**src/core/expander_pkg.sv**
```systemverilog
// constants, states and buffer word for the i2c port expander core
package expander_pkg;
  // clock and bus line filtering
  localparam int CLK_PERIOD_NS = 8;
  localparam int SPIKE_NS = 50;
  localparam int FILT_CYC = (SPIKE_NS + CLK_PERIOD_NS - 1) / CLK_PERIOD_NS;
  localparam logic [2:0] FILT_MAX = 3'(FILT_CYC - 1);
  // synchroniser vector layout and reset value
  localparam int SY_RSTN = 27;
  localparam int SY_ADDR = 26;
  localparam int SY_SDA = 24;
  localparam logic [27:0] SYNC_RST = 28'hb00_0000;
  // target address: upper six bits fixed, low bit from strap
  localparam logic [5:0] ADDR_BASE = 6'h11;
  // bit counts
  localparam logic [3:0] BIT_LAST = 4'h8;
  localparam logic [3:0] BIT_TX_LAST = 4'h7;
  // command byte fields
  localparam int AUTO_BIT = 7;
  localparam logic [1:0] BANK_IN = 2'h0;
  localparam logic [1:0] BANK_OUT = 2'h1;
  localparam logic [1:0] BANK_POL = 2'h2;
  localparam logic [1:0] IDX_LAST = 2'h2;
  localparam logic [1:0] IDX_RSVD = 2'h3;
  localparam logic [7:0] RSVD_DATA = 8'h00;
  // reset values
  localparam logic [7:0] CMD_RST = 8'h00;
  localparam logic [23:0] OUT_RST = 24'hff_ffff;
  localparam logic [23:0] POL_RST = 24'h00_0000;
  localparam logic [23:0] DRV_RST = 24'h00_0000;
  // receive buffer
  localparam int FIFO_DEPTH = 2;
  localparam logic [1:0] FIFO_FULL = 2'h2;
  localparam logic [1:0] FIFO_EMPTY = 2'h0;
  // bus engine states
  typedef enum logic [2:0] {ST_IDLE, ST_ADDR, ST_WR, ST_ACK, ST_TX, ST_MACK} bus_state_e;
  // received byte with its command marker
  typedef struct packed {
    logic is_cmd;
    logic [7:0] data;
  } rx_word_s;
endpackage : expander_pkg

```
**src/core/i2c_port_expander_core.sv**
```systemverilog
// two-wire target with 24-bit port, direction, polarity and change interrupt
// Notes on behaviour
// - answer address 0x22 or 0x23 by strap
// - address low bit: one read, zero write
// - sda fall with scl high starts address
// - sda rise with scl high stops, idle
// - bytes shift msb first, one per pulse
// - matching address acked low through ninth pulse
// - sda change while scl high is control
// - every written byte acked by device
// - controller nack: device releases sda
// - transmitter releases sda after eighth bit
// - power-on reset sets defaults
// - low reset pin forces defaults
// - input pin edge asserts interrupt low
// - clear on level return or port read
// - read clear at ack rising scl
// - later changes raise interrupt again
// - outputs and foreign traffic never interrupt
// - output to input switch may interrupt
// - input pins undriven, outputs follow register
// - all pins inputs after reset
// - first written byte is the command
// - auto step cycles low bits within bank
// - reads return register the command selects
// - command codes select four banks of three
module i2c_port_expander_core
  import expander_pkg::*;
(
  // clock and resets
  input wire logic clock_i,
  input wire logic reset_i,
  input wire logic reset_n_i,
  // bus lines, open drain
  input wire logic scl_i,
  input wire logic sda_i,
  output logic sda_o,
  output logic sda_oe_o,
  // address strap
  input wire logic addr_sel_i,
  // port pins, two-way
  input wire logic [23:0] port_pins_i,
  output logic [23:0] port_pins_o,
  output logic [23:0] port_pins_oe_o,
  // interrupt, open drain active low
  output logic irq_n_o,
  output logic irq_n_oe_o
);

  // two-stage synchroniser for every outside input except reset_i
  logic [27:0] sync1_q, sync1_d, sync2_q, sync2_d;
  always_comb
  begin
    sync1_d = {reset_n_i, addr_sel_i, scl_i, sda_i, port_pins_i};
    sync2_d = sync1_q;
  end
  always_ff @(posedge clock_i)
  begin
    if (reset_i)
    begin
      sync1_q <= SYNC_RST;
      sync2_q <= SYNC_RST;
    end
    else
    begin
      sync1_q <= sync1_d;
      sync2_q <= sync2_d;
    end
  end

  // combined reset and synchronised levels
  logic rst_all;
  logic addr_s;
  logic [23:0] pins_s;
  assign rst_all = reset_i | ~sync2_q[SY_RSTN];
  assign addr_s = sync2_q[SY_ADDR];
  assign pins_s = sync2_q[23:0];

  // spike filter: index 0 sda, index 1 scl
  logic [1:0] filt_q, filt_d, prev_q, prev_d;
  logic [1:0][2:0] fcnt_q, fcnt_d;
  always_comb
  begin
    prev_d = filt_q;
    filt_d = filt_q;
    fcnt_d = fcnt_q;
    for (int i = 0; i < 2; i++)
    begin
      if (sync2_q[SY_SDA + i] == filt_q[i])
        fcnt_d[i] = 3'h0;
      else if (fcnt_q[i] == FILT_MAX)
      begin
        filt_d[i] = sync2_q[SY_SDA + i];
        fcnt_d[i] = 3'h0;
      end
      else
        fcnt_d[i] = 3'(fcnt_q[i] + 3'h1);
    end
  end
  always_ff @(posedge clock_i)
  begin
    if (rst_all)
    begin
      filt_q <= 2'h3;
      prev_q <= 2'h3;
      fcnt_q <= '0;
    end
    else
    begin
      filt_q <= filt_d;
      prev_q <= prev_d;
      fcnt_q <= fcnt_d;
    end
  end

  // bus events from filtered lines
  logic scl_rise, scl_fall, start_w, stop_w;
  assign scl_rise = filt_q[1] & ~prev_q[1];
  assign scl_fall = ~filt_q[1] & prev_q[1];
  assign start_w = filt_q[1] & prev_q[1] & prev_q[0] & ~filt_q[0];
  assign stop_w = filt_q[1] & prev_q[1] & ~prev_q[0] & filt_q[0];

  // engine and register state
  bus_state_e state_q, state_d;
  logic [3:0] bitcnt_q, bitcnt_d;
  logic [7:0] shreg_q, shreg_d;
  logic rw_q, rw_d, first_q, first_d, acked_q, acked_d, sda_oe_q, sda_oe_d;
  logic [7:0] cmd_q, cmd_d, rd_data_w;
  logic [23:0] out_q, out_d, pol_q, pol_d, drv_q, drv_d, snap_q, snap_d;
  logic snap_ok_q, snap_ok_d, irq_q, irq_d;
  logic [1:0] settle_q, settle_d; // synchroniser fill count, snapshot waits for real pin levels
  logic [23:0] sel_mask_w, wval_w, in_val_w, bank_w, mism_w;

  // two-entry receive buffer between engine and registers
  rx_word_s [FIFO_DEPTH-1:0] fifo_q, fifo_d;
  rx_word_s head_w, push_data_w;
  logic wptr_q, wptr_d, rptr_q, rptr_d;
  logic [1:0] fcount_q, fcount_d;
  logic push_w, pop_w, in_ready_w, out_valid_w, drain_ready_w;
  assign in_ready_w = fcount_q != FIFO_FULL;
  assign out_valid_w = fcount_q != FIFO_EMPTY;
  assign head_w = fifo_q[rptr_q];
  assign push_w = state_q == ST_WR && scl_fall && bitcnt_q == BIT_LAST && in_ready_w;
  assign push_data_w = '{is_cmd: first_q, data: shreg_q};
  // drain stalls until the acknowledge of the byte completes
  assign drain_ready_w = scl_fall && state_q == ST_ACK && !rw_q;
  assign pop_w = out_valid_w & drain_ready_w;
  always_comb
  begin
    fifo_d = fifo_q;
    if (push_w)
      fifo_d[wptr_q] = push_data_w;
    wptr_d = wptr_q ^ push_w;
    rptr_d = rptr_q ^ pop_w;
    fcount_d = 2'(fcount_q + {1'b0, push_w} - {1'b0, pop_w});
  end
  always_ff @(posedge clock_i)
  begin
    if (rst_all)
    begin
      fifo_q <= '0;
      wptr_q <= 1'b0;
      rptr_q <= 1'b0;
      fcount_q <= FIFO_EMPTY;
    end
    else
    begin
      fifo_q <= fifo_d;
      wptr_q <= wptr_d;
      rptr_q <= rptr_d;
      fcount_q <= fcount_d;
    end
  end

  // read data selected by the stored command
  always_comb
  begin
    in_val_w = pins_s ^ pol_q;
    case (cmd_q[3:2])
      BANK_IN: bank_w = in_val_w;
      BANK_OUT: bank_w = out_q;
      BANK_POL: bank_w = pol_q;
      default: bank_w = ~drv_q;
    endcase
    rd_data_w = RSVD_DATA;
    if (cmd_q[1:0] != IDX_RSVD)
      rd_data_w = bank_w[{cmd_q[1:0], 3'h0} +: 8];
  end

  // bus engine next state
  always_comb
  begin
    state_d = state_q;
    bitcnt_d = bitcnt_q;
    shreg_d = shreg_q;
    rw_d = rw_q;
    first_d = first_q;
    acked_d = acked_q;
    sda_oe_d = sda_oe_q;
    if (start_w)
    begin
      state_d = ST_ADDR;
      bitcnt_d = 4'h0;
      sda_oe_d = 1'b0;
    end
    else if (stop_w)
    begin
      state_d = ST_IDLE;
      sda_oe_d = 1'b0;
    end
    else
      case (state_q)
        // receive address or data byte
        ST_ADDR, ST_WR:
          if (scl_rise)
          begin
            shreg_d = {shreg_q[6:0], filt_q[0]};
            bitcnt_d = 4'(bitcnt_q + 4'h1);
          end
          else if (scl_fall && bitcnt_q == BIT_LAST)
          begin
            bitcnt_d = 4'h0;
            if (state_q == ST_WR && in_ready_w)
            begin
              first_d = 1'b0;
              sda_oe_d = 1'b1;
              state_d = ST_ACK;
            end
            else if (state_q == ST_ADDR && shreg_q[7:1] == {ADDR_BASE, addr_s})
            begin
              rw_d = shreg_q[0];
              first_d = ~shreg_q[0];
              sda_oe_d = 1'b1;
              state_d = ST_ACK;
            end
            else
              state_d = ST_IDLE;
          end
        // device drives ack, then hands over
        ST_ACK:
          if (scl_fall)
          begin
            sda_oe_d = 1'b0;
            state_d = ST_WR;
            if (rw_q)
            begin
              shreg_d = rd_data_w;
              sda_oe_d = ~rd_data_w[7];
              state_d = ST_TX;
            end
          end
        // transmit byte
        ST_TX:
          if (scl_fall)
          begin
            if (bitcnt_q == BIT_TX_LAST)
            begin
              sda_oe_d = 1'b0;
              bitcnt_d = 4'h0;
              state_d = ST_MACK;
            end
            else
            begin
              shreg_d = {shreg_q[6:0], 1'b0};
              sda_oe_d = ~shreg_q[6];
              bitcnt_d = 4'(bitcnt_q + 4'h1);
            end
          end
        // controller ack of a read byte
        ST_MACK:
          if (scl_rise)
            acked_d = ~filt_q[0];
          else if (scl_fall)
          begin
            state_d = ST_IDLE;
            if (acked_q)
            begin
              shreg_d = rd_data_w;
              sda_oe_d = ~rd_data_w[7];
              state_d = ST_TX;
            end
          end
        default: state_d = state_q;
      endcase
  end
  always_ff @(posedge clock_i)
  begin
    if (rst_all)
    begin
      state_q <= ST_IDLE;
      bitcnt_q <= 4'h0;
      shreg_q <= 8'h00;
      rw_q <= 1'b0;
      first_q <= 1'b0;
      acked_q <= 1'b0;
      sda_oe_q <= 1'b0;
    end
    else
    begin
      state_q <= state_d;
      bitcnt_q <= bitcnt_d;
      shreg_q <= shreg_d;
      rw_q <= rw_d;
      first_q <= first_d;
      acked_q <= acked_d;
      sda_oe_q <= sda_oe_d;
    end
  end

  // pointer advance within a bank of three
  function automatic logic [7:0] step_cmd(input logic [7:0] c);
    logic [1:0] nxt;
    nxt = (c[1:0] >= IDX_LAST) ? 2'h0 : 2'(c[1:0] + 2'h1);
    step_cmd = c[AUTO_BIT] ? {c[7:2], nxt} : c;
  endfunction : step_cmd

  // register file, snapshot and interrupt next state
  assign sel_mask_w = 24'(24'hff << {cmd_q[1:0], 3'h0});
  assign wval_w = {3{head_w.data}};
  assign mism_w = (pins_s ^ snap_q) & ~drv_q;
  always_comb
  begin
    cmd_d = cmd_q;
    out_d = out_q;
    pol_d = pol_q;
    drv_d = drv_q;
    snap_d = snap_q;
    // first two cycles after reset the synchroniser still holds its reset value
    settle_d = {settle_q[0], 1'b1};
    snap_ok_d = settle_q[1];
    if (!snap_ok_q)
      snap_d = pins_s;
    if (pop_w && head_w.is_cmd)
      cmd_d = head_w.data;
    else if (pop_w)
    begin
      case (cmd_q[3:2])
        BANK_OUT: out_d = (out_q & ~sel_mask_w) | (wval_w & sel_mask_w);
        BANK_POL: pol_d = (pol_q & ~sel_mask_w) | (wval_w & sel_mask_w);
        BANK_IN: cmd_d = cmd_q;
        default: drv_d = (drv_q & ~sel_mask_w) | (~wval_w & sel_mask_w);
      endcase
      cmd_d = step_cmd(cmd_q);
    end
    else if (state_q == ST_MACK && scl_rise)
    begin
      if (cmd_q[3:2] == BANK_IN)
        snap_d = (snap_q & ~sel_mask_w) | (pins_s & sel_mask_w);
      cmd_d = step_cmd(cmd_q);
    end
    irq_d = snap_ok_q & (|mism_w);
  end
  always_ff @(posedge clock_i)
  begin
    if (rst_all)
    begin
      cmd_q <= CMD_RST;
      out_q <= OUT_RST;
      pol_q <= POL_RST;
      drv_q <= DRV_RST;
      snap_q <= '0;
      snap_ok_q <= 1'b0;
      settle_q <= 2'h0;
      irq_q <= 1'b0;
    end
    else
    begin
      cmd_q <= cmd_d;
      out_q <= out_d;
      pol_q <= pol_d;
      drv_q <= drv_d;
      snap_q <= snap_d;
      snap_ok_q <= snap_ok_d;
      settle_q <= settle_d;
      irq_q <= irq_d;
    end
  end

  // pin drivers straight from registers
  assign port_pins_o = out_q;
  assign port_pins_oe_o = drv_q;
  assign sda_oe_o = sda_oe_q;
  assign irq_n_oe_o = irq_q;
  assign sda_o = 1'b0;
  assign irq_n_o = 1'b0;
endmodule : i2c_port_expander_core

```
**config.mk**
```make
export PLATFORM = sky130hd
export DESIGN_NAME = i2c_port_expander_core
export DESIGN_NICKNAME = d
export VERILOG_FILES = /design/src/core/expander_pkg.sv /design/src/core/i2c_port_expander_core.sv
export SDC_FILE = /design/constraint.sdc
export NUM_CORES = 1
export LEC_CHECK = 0
export BUFFER_PORTS_ARGS = -buffer_cell sky130_fd_sc_hd__buf_2
export CAP_MARGIN = 0
export CORE_MARGIN = 2
export CORE_UTILIZATION = 60
export DETAILED_ROUTE_END_ITERATION = 8
export PLACE_DENSITY_LB_ADDON = 0.25
export SLEW_MARGIN = 20
export SYNTH_ARGS = -nofsm -noshare
export SYNTH_HDL_FRONTEND = slang
export SYNTH_SLANG_ARGS = --single-unit
```
**constraint.sdc**
```tcl
create_clock -name clock_i -period 4.1 [get_ports clock_i]
set_input_delay 1.23 -clock clock_i [delete_from_list [all_inputs] [get_ports clock_i]]
set_output_delay 1.23 -clock clock_i [all_outputs]
set_load 0.05 [all_outputs]
```
## Yosys cells after proc, flatten, opt, wreduce, memory -nomap -nowiden

Cells that the tools add are included.

| cells by class | value |
|---|---|
| add/subtract/negate cells | 6 |
| reduce and logical (&&, ||, !) cells | 39 |
| shift-type cells | 2 |
| equality and inequality tests | 36 |
| bitwise logic cells | 45 |
| magnitude comparators | 4 |
| multiplexer cells | 60 |

Operators by type and width:

| operator | number |
|---|---|
| $and 24x24->24 | 8 |
| $mux 24 | 5 |
| $mux 8 | 13 |
| $or 24x24->24 | 4 |
| $not 24->24 | 3 |
| $pmux 24 s3 | 1 |
| $xor 24x24->24 | 2 |
| $pmux 8 s4 | 1 |
| $ne 4x4->1 const B | 7 |
| $mux 3 | 9 |
| $mux 9 | 3 |
| $ne 2x2->1 const B | 13 |
| $reduce_or 24->1 | 1 |
| $shiftx 24x6->8 | 1 |
| $shl 8x5->24 const A | 1 |
| $bwmux 18 | 1 |
| $mux 1 | 16 |
| $mux 4 | 4 |
| $not 1->1 | 16 |
| $reduce_and 8->1 | 2 |
| $eq 3x3->1 const B | 4 |
| $pmux 3 s4 | 1 |
| $reduce_or 3->1 | 4 |
| $logic_and 1x1->1 | 11 |
| 38 further kinds | 61 |

| storage, ports and cells | value |
|---|---|
| register bits | 215 |
| word-level logic and storage cells | 223 |

## Logic depth before layout (Yosys ltp)

| logic depth | value |
|---|---|
| depth in word-level cells | 9 |
| gate-level depth with buffers | 12 |
| gate-level depth less buffers | 12 |

## Least setup slack after synthesis

No wires, ideal clock.

| timing path | value |
|---|---|
| kind | input port to flip-flop |
| start point | in reset_i |
| end point | reg shreg_q[4] |
| data required time | 4.016 ns |
| cell stages on the path | 7 |
| library setup time | 0.084 ns |
| path slack | 1.708 ns |
| arrival time | 2.308 ns |
| path through | nand2b_1 -> clkbuf_1 -> inv_1 -> clkbuf_1 -> buf_1 -> nand3_1 -> o31ai_2 |

| on the way | value |
|---|---|
| longest elaborated chain between the ends | 1 |

RTL lines:

| item | line | RTL |
|---|---|---|
| start: declaration | i2c_port_expander_core.sv:32 | `input wire logic reset_i,` |
| $or 1x1->1 | i2c_port_expander_core.sv:75 | `assign rst_all = reset_i \| ~sync2_q[SY_RSTN];` |
| end signal: assignment | i2c_port_expander_core.sv:302 | `shreg_q <= shreg_d;` |
| end: declaration | i2c_port_expander_core.sv:126 | `logic [7:0] shreg_q, shreg_d;` |

Every way passes these cells.
A chain may end at the register's enable or synchronous reset.

## Worst setup path after layout

| timing path | value |
|---|---|
| start point | reg state_q[1] |
| end point | reg cmd_q[0] |

| on the way | value |
|---|---|
| longest elaborated chain between the ends | 6 |
| elaborated cells between the ends (all ways) | 10 |

RTL lines:

| item | line | RTL |
|---|---|---|
| start: declaration | i2c_port_expander_core.sv:124 | `bus_state_e state_q, state_d;` |
| start signal: assignment | i2c_port_expander_core.sv:300 | `state_q <= state_d;` |
| $eq 3x2->1 | i2c_port_expander_core.sv:146 | `assign drain_ready_w = scl_fall && state_q == ST_ACK && !rw_q;` |
| $logic_and 1x1->1 (2 in a row) | i2c_port_expander_core.sv:146 |  |
| $and 1x1->1 | i2c_port_expander_core.sv:147 | `assign pop_w = out_valid_w & drain_ready_w;` |
| $mux 8 / $logic_and 1x1->1 (equally long branches) | i2c_port_expander_core.sv:335, i2c_port_expander_core.sv:333 |  |
| $mux 8 / $reduce_bool 3->1 (equally long branches) | -- |  |
| end signal: assignment | i2c_port_expander_core.sv:368 | `cmd_q <= cmd_d;` |
| end: declaration | i2c_port_expander_core.sv:128 | `logic [7:0] cmd_q, cmd_d, rd_data_w;` |

Several ways; a longest one is shown, not always the timed one.

==> summary.md <==
| Metric | Value |
|---|---|
| # DRC | 0 |
| Area Growth Syn to Fin | 13.39% |
| Initial drt markers | 703 |
| TritonRoute pass-1 iters | 5 |
| Post-layout util | 0.7026 |
| DP Wirelength | 15.24 mm |
| Crit path max fanout | 18 |
| Setup tns final | 0 ns |
| WL per Instance | 17.74 um |
| Worst R2R Start | state_q[1] |
| Register area share after synthesis | 0.4677 |
| Slowest cell on the critical path | dfxtp_1 |
| Max-slew headroom | 0.2340 |
| Minimum clock period | 2.767 ns |
| Mapped cell area | 9074 um2 |
| I/O Buffers | 79 |
| Clock Latency Late Sink | 0.51 ns |
| Drt via density | 5.738 |
| Num ports | 82 |
| Cell type with the largest total area after synthesis | dfxtp_1 |
| Die Ht | 127.0 um |
| Largest stage delay, worst path | 0.67 ns |
| Core area | 14,640 um2 |
| PostCTS Resize Cnt | 0 |
| Min-delay worst type | register to register |
| Post-DP Area | 9524 um2 |
| CP Launch Point | state_q[1] |
| FF+latch count, synth | 212 |
| Critical path capture point type | register |
| Slew Limit Fails | 0 |
| Required @ worst endpoint | 4.53 ns |
| Share of the synthesized area in the top cell type | 0.4677 |
| Root Buffer | clkbuf_16 |
| Setup violations, final | 0 |
| Worst setup SP type | register |
| Cell breakdown of the critical path | nor4bb_1 > and3_2 > nor2b_1 > o22ai_1 > a211o_1 > a21oi_1 |
| H-tree depth | 1 |
| First-pass GRT wire length | 36.09 mm |
| Max Clk Rate | 361.4 MHz |
| TritonCTS clock tree | done |
| Vias in the first global route | 6,746 |
| Worst min-delay path startpoint | sync1_q[27] |
| Clk_skew | 0.02144 ns |
| Design area | 10,290 um2 |
| Post-CTS setup buffer count | 0 |
| Status | finished, final reports clean |
| Gp weighted congestion | 0.9153 |
| Syn Area/Cell | 9.184 um2 |
| Mapped Cells | 988 |
| Clock-pin slew on the worst setup and hold paths | 0.06 ns |
| Synth warn | 0 |
| Share of cells above drive strength 1 | 0.1491 |
| GRT Total Usage | 0.2789 |
| Pwr Density | 421.1 nW/um2 |
| Layout fillers | 1,159 |
| Via count | 7,098 |
| Slew @ Worst Pin | 1.117 ns |
| Starting density of the core | 0.6196 |
| # diodes | 0 |
| Row Count | 44 |
| Hold-fix buffers, CTS | 0 |
| Post-DRT Antenna Nets | 0 |
| Die area | 16,120 um2 |
| Cell types occupying the most area after synthesis | dfxtp_1, mux2i_1, nor2_1, nor2b_1, xnor2_1 |
| Sink Count | 212 |
| Routed WL | 21.94 mm |
| Worst setup path class | register to register |
| TritonCTS Buffers | 22 |
| Max Cap Viol | 0 |
| Unrepaired setup endpoints after global routing | no |
| LEAKAGE | 4.016 nW |
| Initial antenna violation count | 1 |
| Die Wd | 127.0 um |
| VDD IR max | 0.4519 mV |
| Post-synth top flop | dfxtp_1 |
| Hold Fails Final Rpt | 0 |
| Fin nets | 1,080 |
| Post-synth EDFFs | 0 |
| Ys async rst share | 0 |
| Library cells used by synthesis | 71 |
| Worst path arrival time | 3.20 ns |
| Largest net degree at the start of global routing | 108 |
| Ratio of final minimum period to clock period | 0.6749 |
| Max Buffers Root-to-Sink | 3 |
| GR Overflow Total | 0 |
## cell type report
type	instances	area [um2]	share of cell area
Tap cell	184	230.2	0.02238
Clock buffer	28	634.4	0.06166
Multi-Input combinational cell	702	4529	0.4402
Sequential cell	212	4245	0.4126
Clock inverter	9	126.4	0.01228
Inverter	13	48.80	0.004743
Timing Repair Buffer	89	474.2	0.04609
## final timing paths
path	slack (ns)	endpoint	cells past startpoint
setup reg to reg	1.33	cmd_q[0]	6
hold reg to reg	0.41	sync2_q[27]	1
setup / recovery	1.33	cmd_q[0]	6
hold / removal	0.41	sync2_q[27]	1
## cell usage in the layout, fill, tap and decap left out, types with 10 or more instances in the layout
cell,instances
nor3_1,14
inv_1,12
a211oi_1,20
nor2_1,154
o22ai_1,13
dfxtp_1,211
ha_1,10
o21ai_0,34
nand2b_1,15
clkbuf_16,23
nand3_1,18
xnor2_1,51
o211ai_1,24
a21oi_1,33
mux2i_1,80
nor2b_1,72
buf_2,79
nand2_1,68
## Yosys cell counts (2+ instances only)
cell type  number
mux4_2          6
or4_1           3
nand4_1         4
mux2i_1        81
a211oi_1       20
dfxtp_1       212
o211ai_1       24
and2_1          5
nor2_1        154
a22oi_1         2
o22ai_1        13
nor4_1          4
a31oi_2         2
nand2_1        68
and3_2          2
o21bai_1        2
nor2b_1        72
nor3_1         14
buf_4           2
or2_2           9
nand2b_1       16
buf_2           9
buf_6           2
ha_1           10
o21ai_0        34
clkbuf_1       45
nor3b_1         2
nand3b_1        4
and3_1          2
xnor2_1        51
inv_1          12
o31ai_1         2
buf_1           4
xor2_1          2
nand3_1        18
and3b_1         2
o31ai_2         4
a221oi_1        5
a21oi_1        33
## through the flow
step | hold WS, ns | power (mW) | std cells | setup slack [ns]
after global placement | 0.3901 | 2.312 | 1200 | 1.366
after detailed placement | 0.3996 | 2.316 | 1200 | 1.279
after floorplan | 0.3895 | 2.271 | 989 | 1.708
after CTS | 0.4140 | 4.360 | 1237 | 1.338
final | 0.4132 | 4.332 | 1237 | 1.333
after global routing | 0.4369 | 4.468 | 1237 | 1.102
## cell families after synthesis
family	count (synthesis)	synth area share
AND/OR/NAND/NOR	388	0.2071
AO/OA/AOI/OAI	162	0.1208
flip-flops	212	0.4677
multiplexers	87	0.1042
XOR/XNOR	53	0.05116
other	1	0.0004133
buffers and inverters	75	0.03475
adder cells (fa/ha/maj)	10	0.01379
## per-layer routing
layer	up-vias	wire length [um]	global-route usage
li1	3477	-	-
met1	3314	9375	0.3756
met2	248	10360	0.4586
met4	0	927	0.1170
met3	59	1278	0.03350
met5	-	0	0
## report_power, final
part	internal [mW]	switching (mW)
Clock	1.28	0.782
Sequential	2.09	0.0206
Combinational	0.0688	0.0886
Total	3.44	0.891
## critical path: cells and delay by family, from the launching register on
kind	cells	cell delay, ns
compound gates	3	0.67
simple gates	3	1.36
flops	1	0.67
No activity file was read; power rests on OpenSTA's default activity.
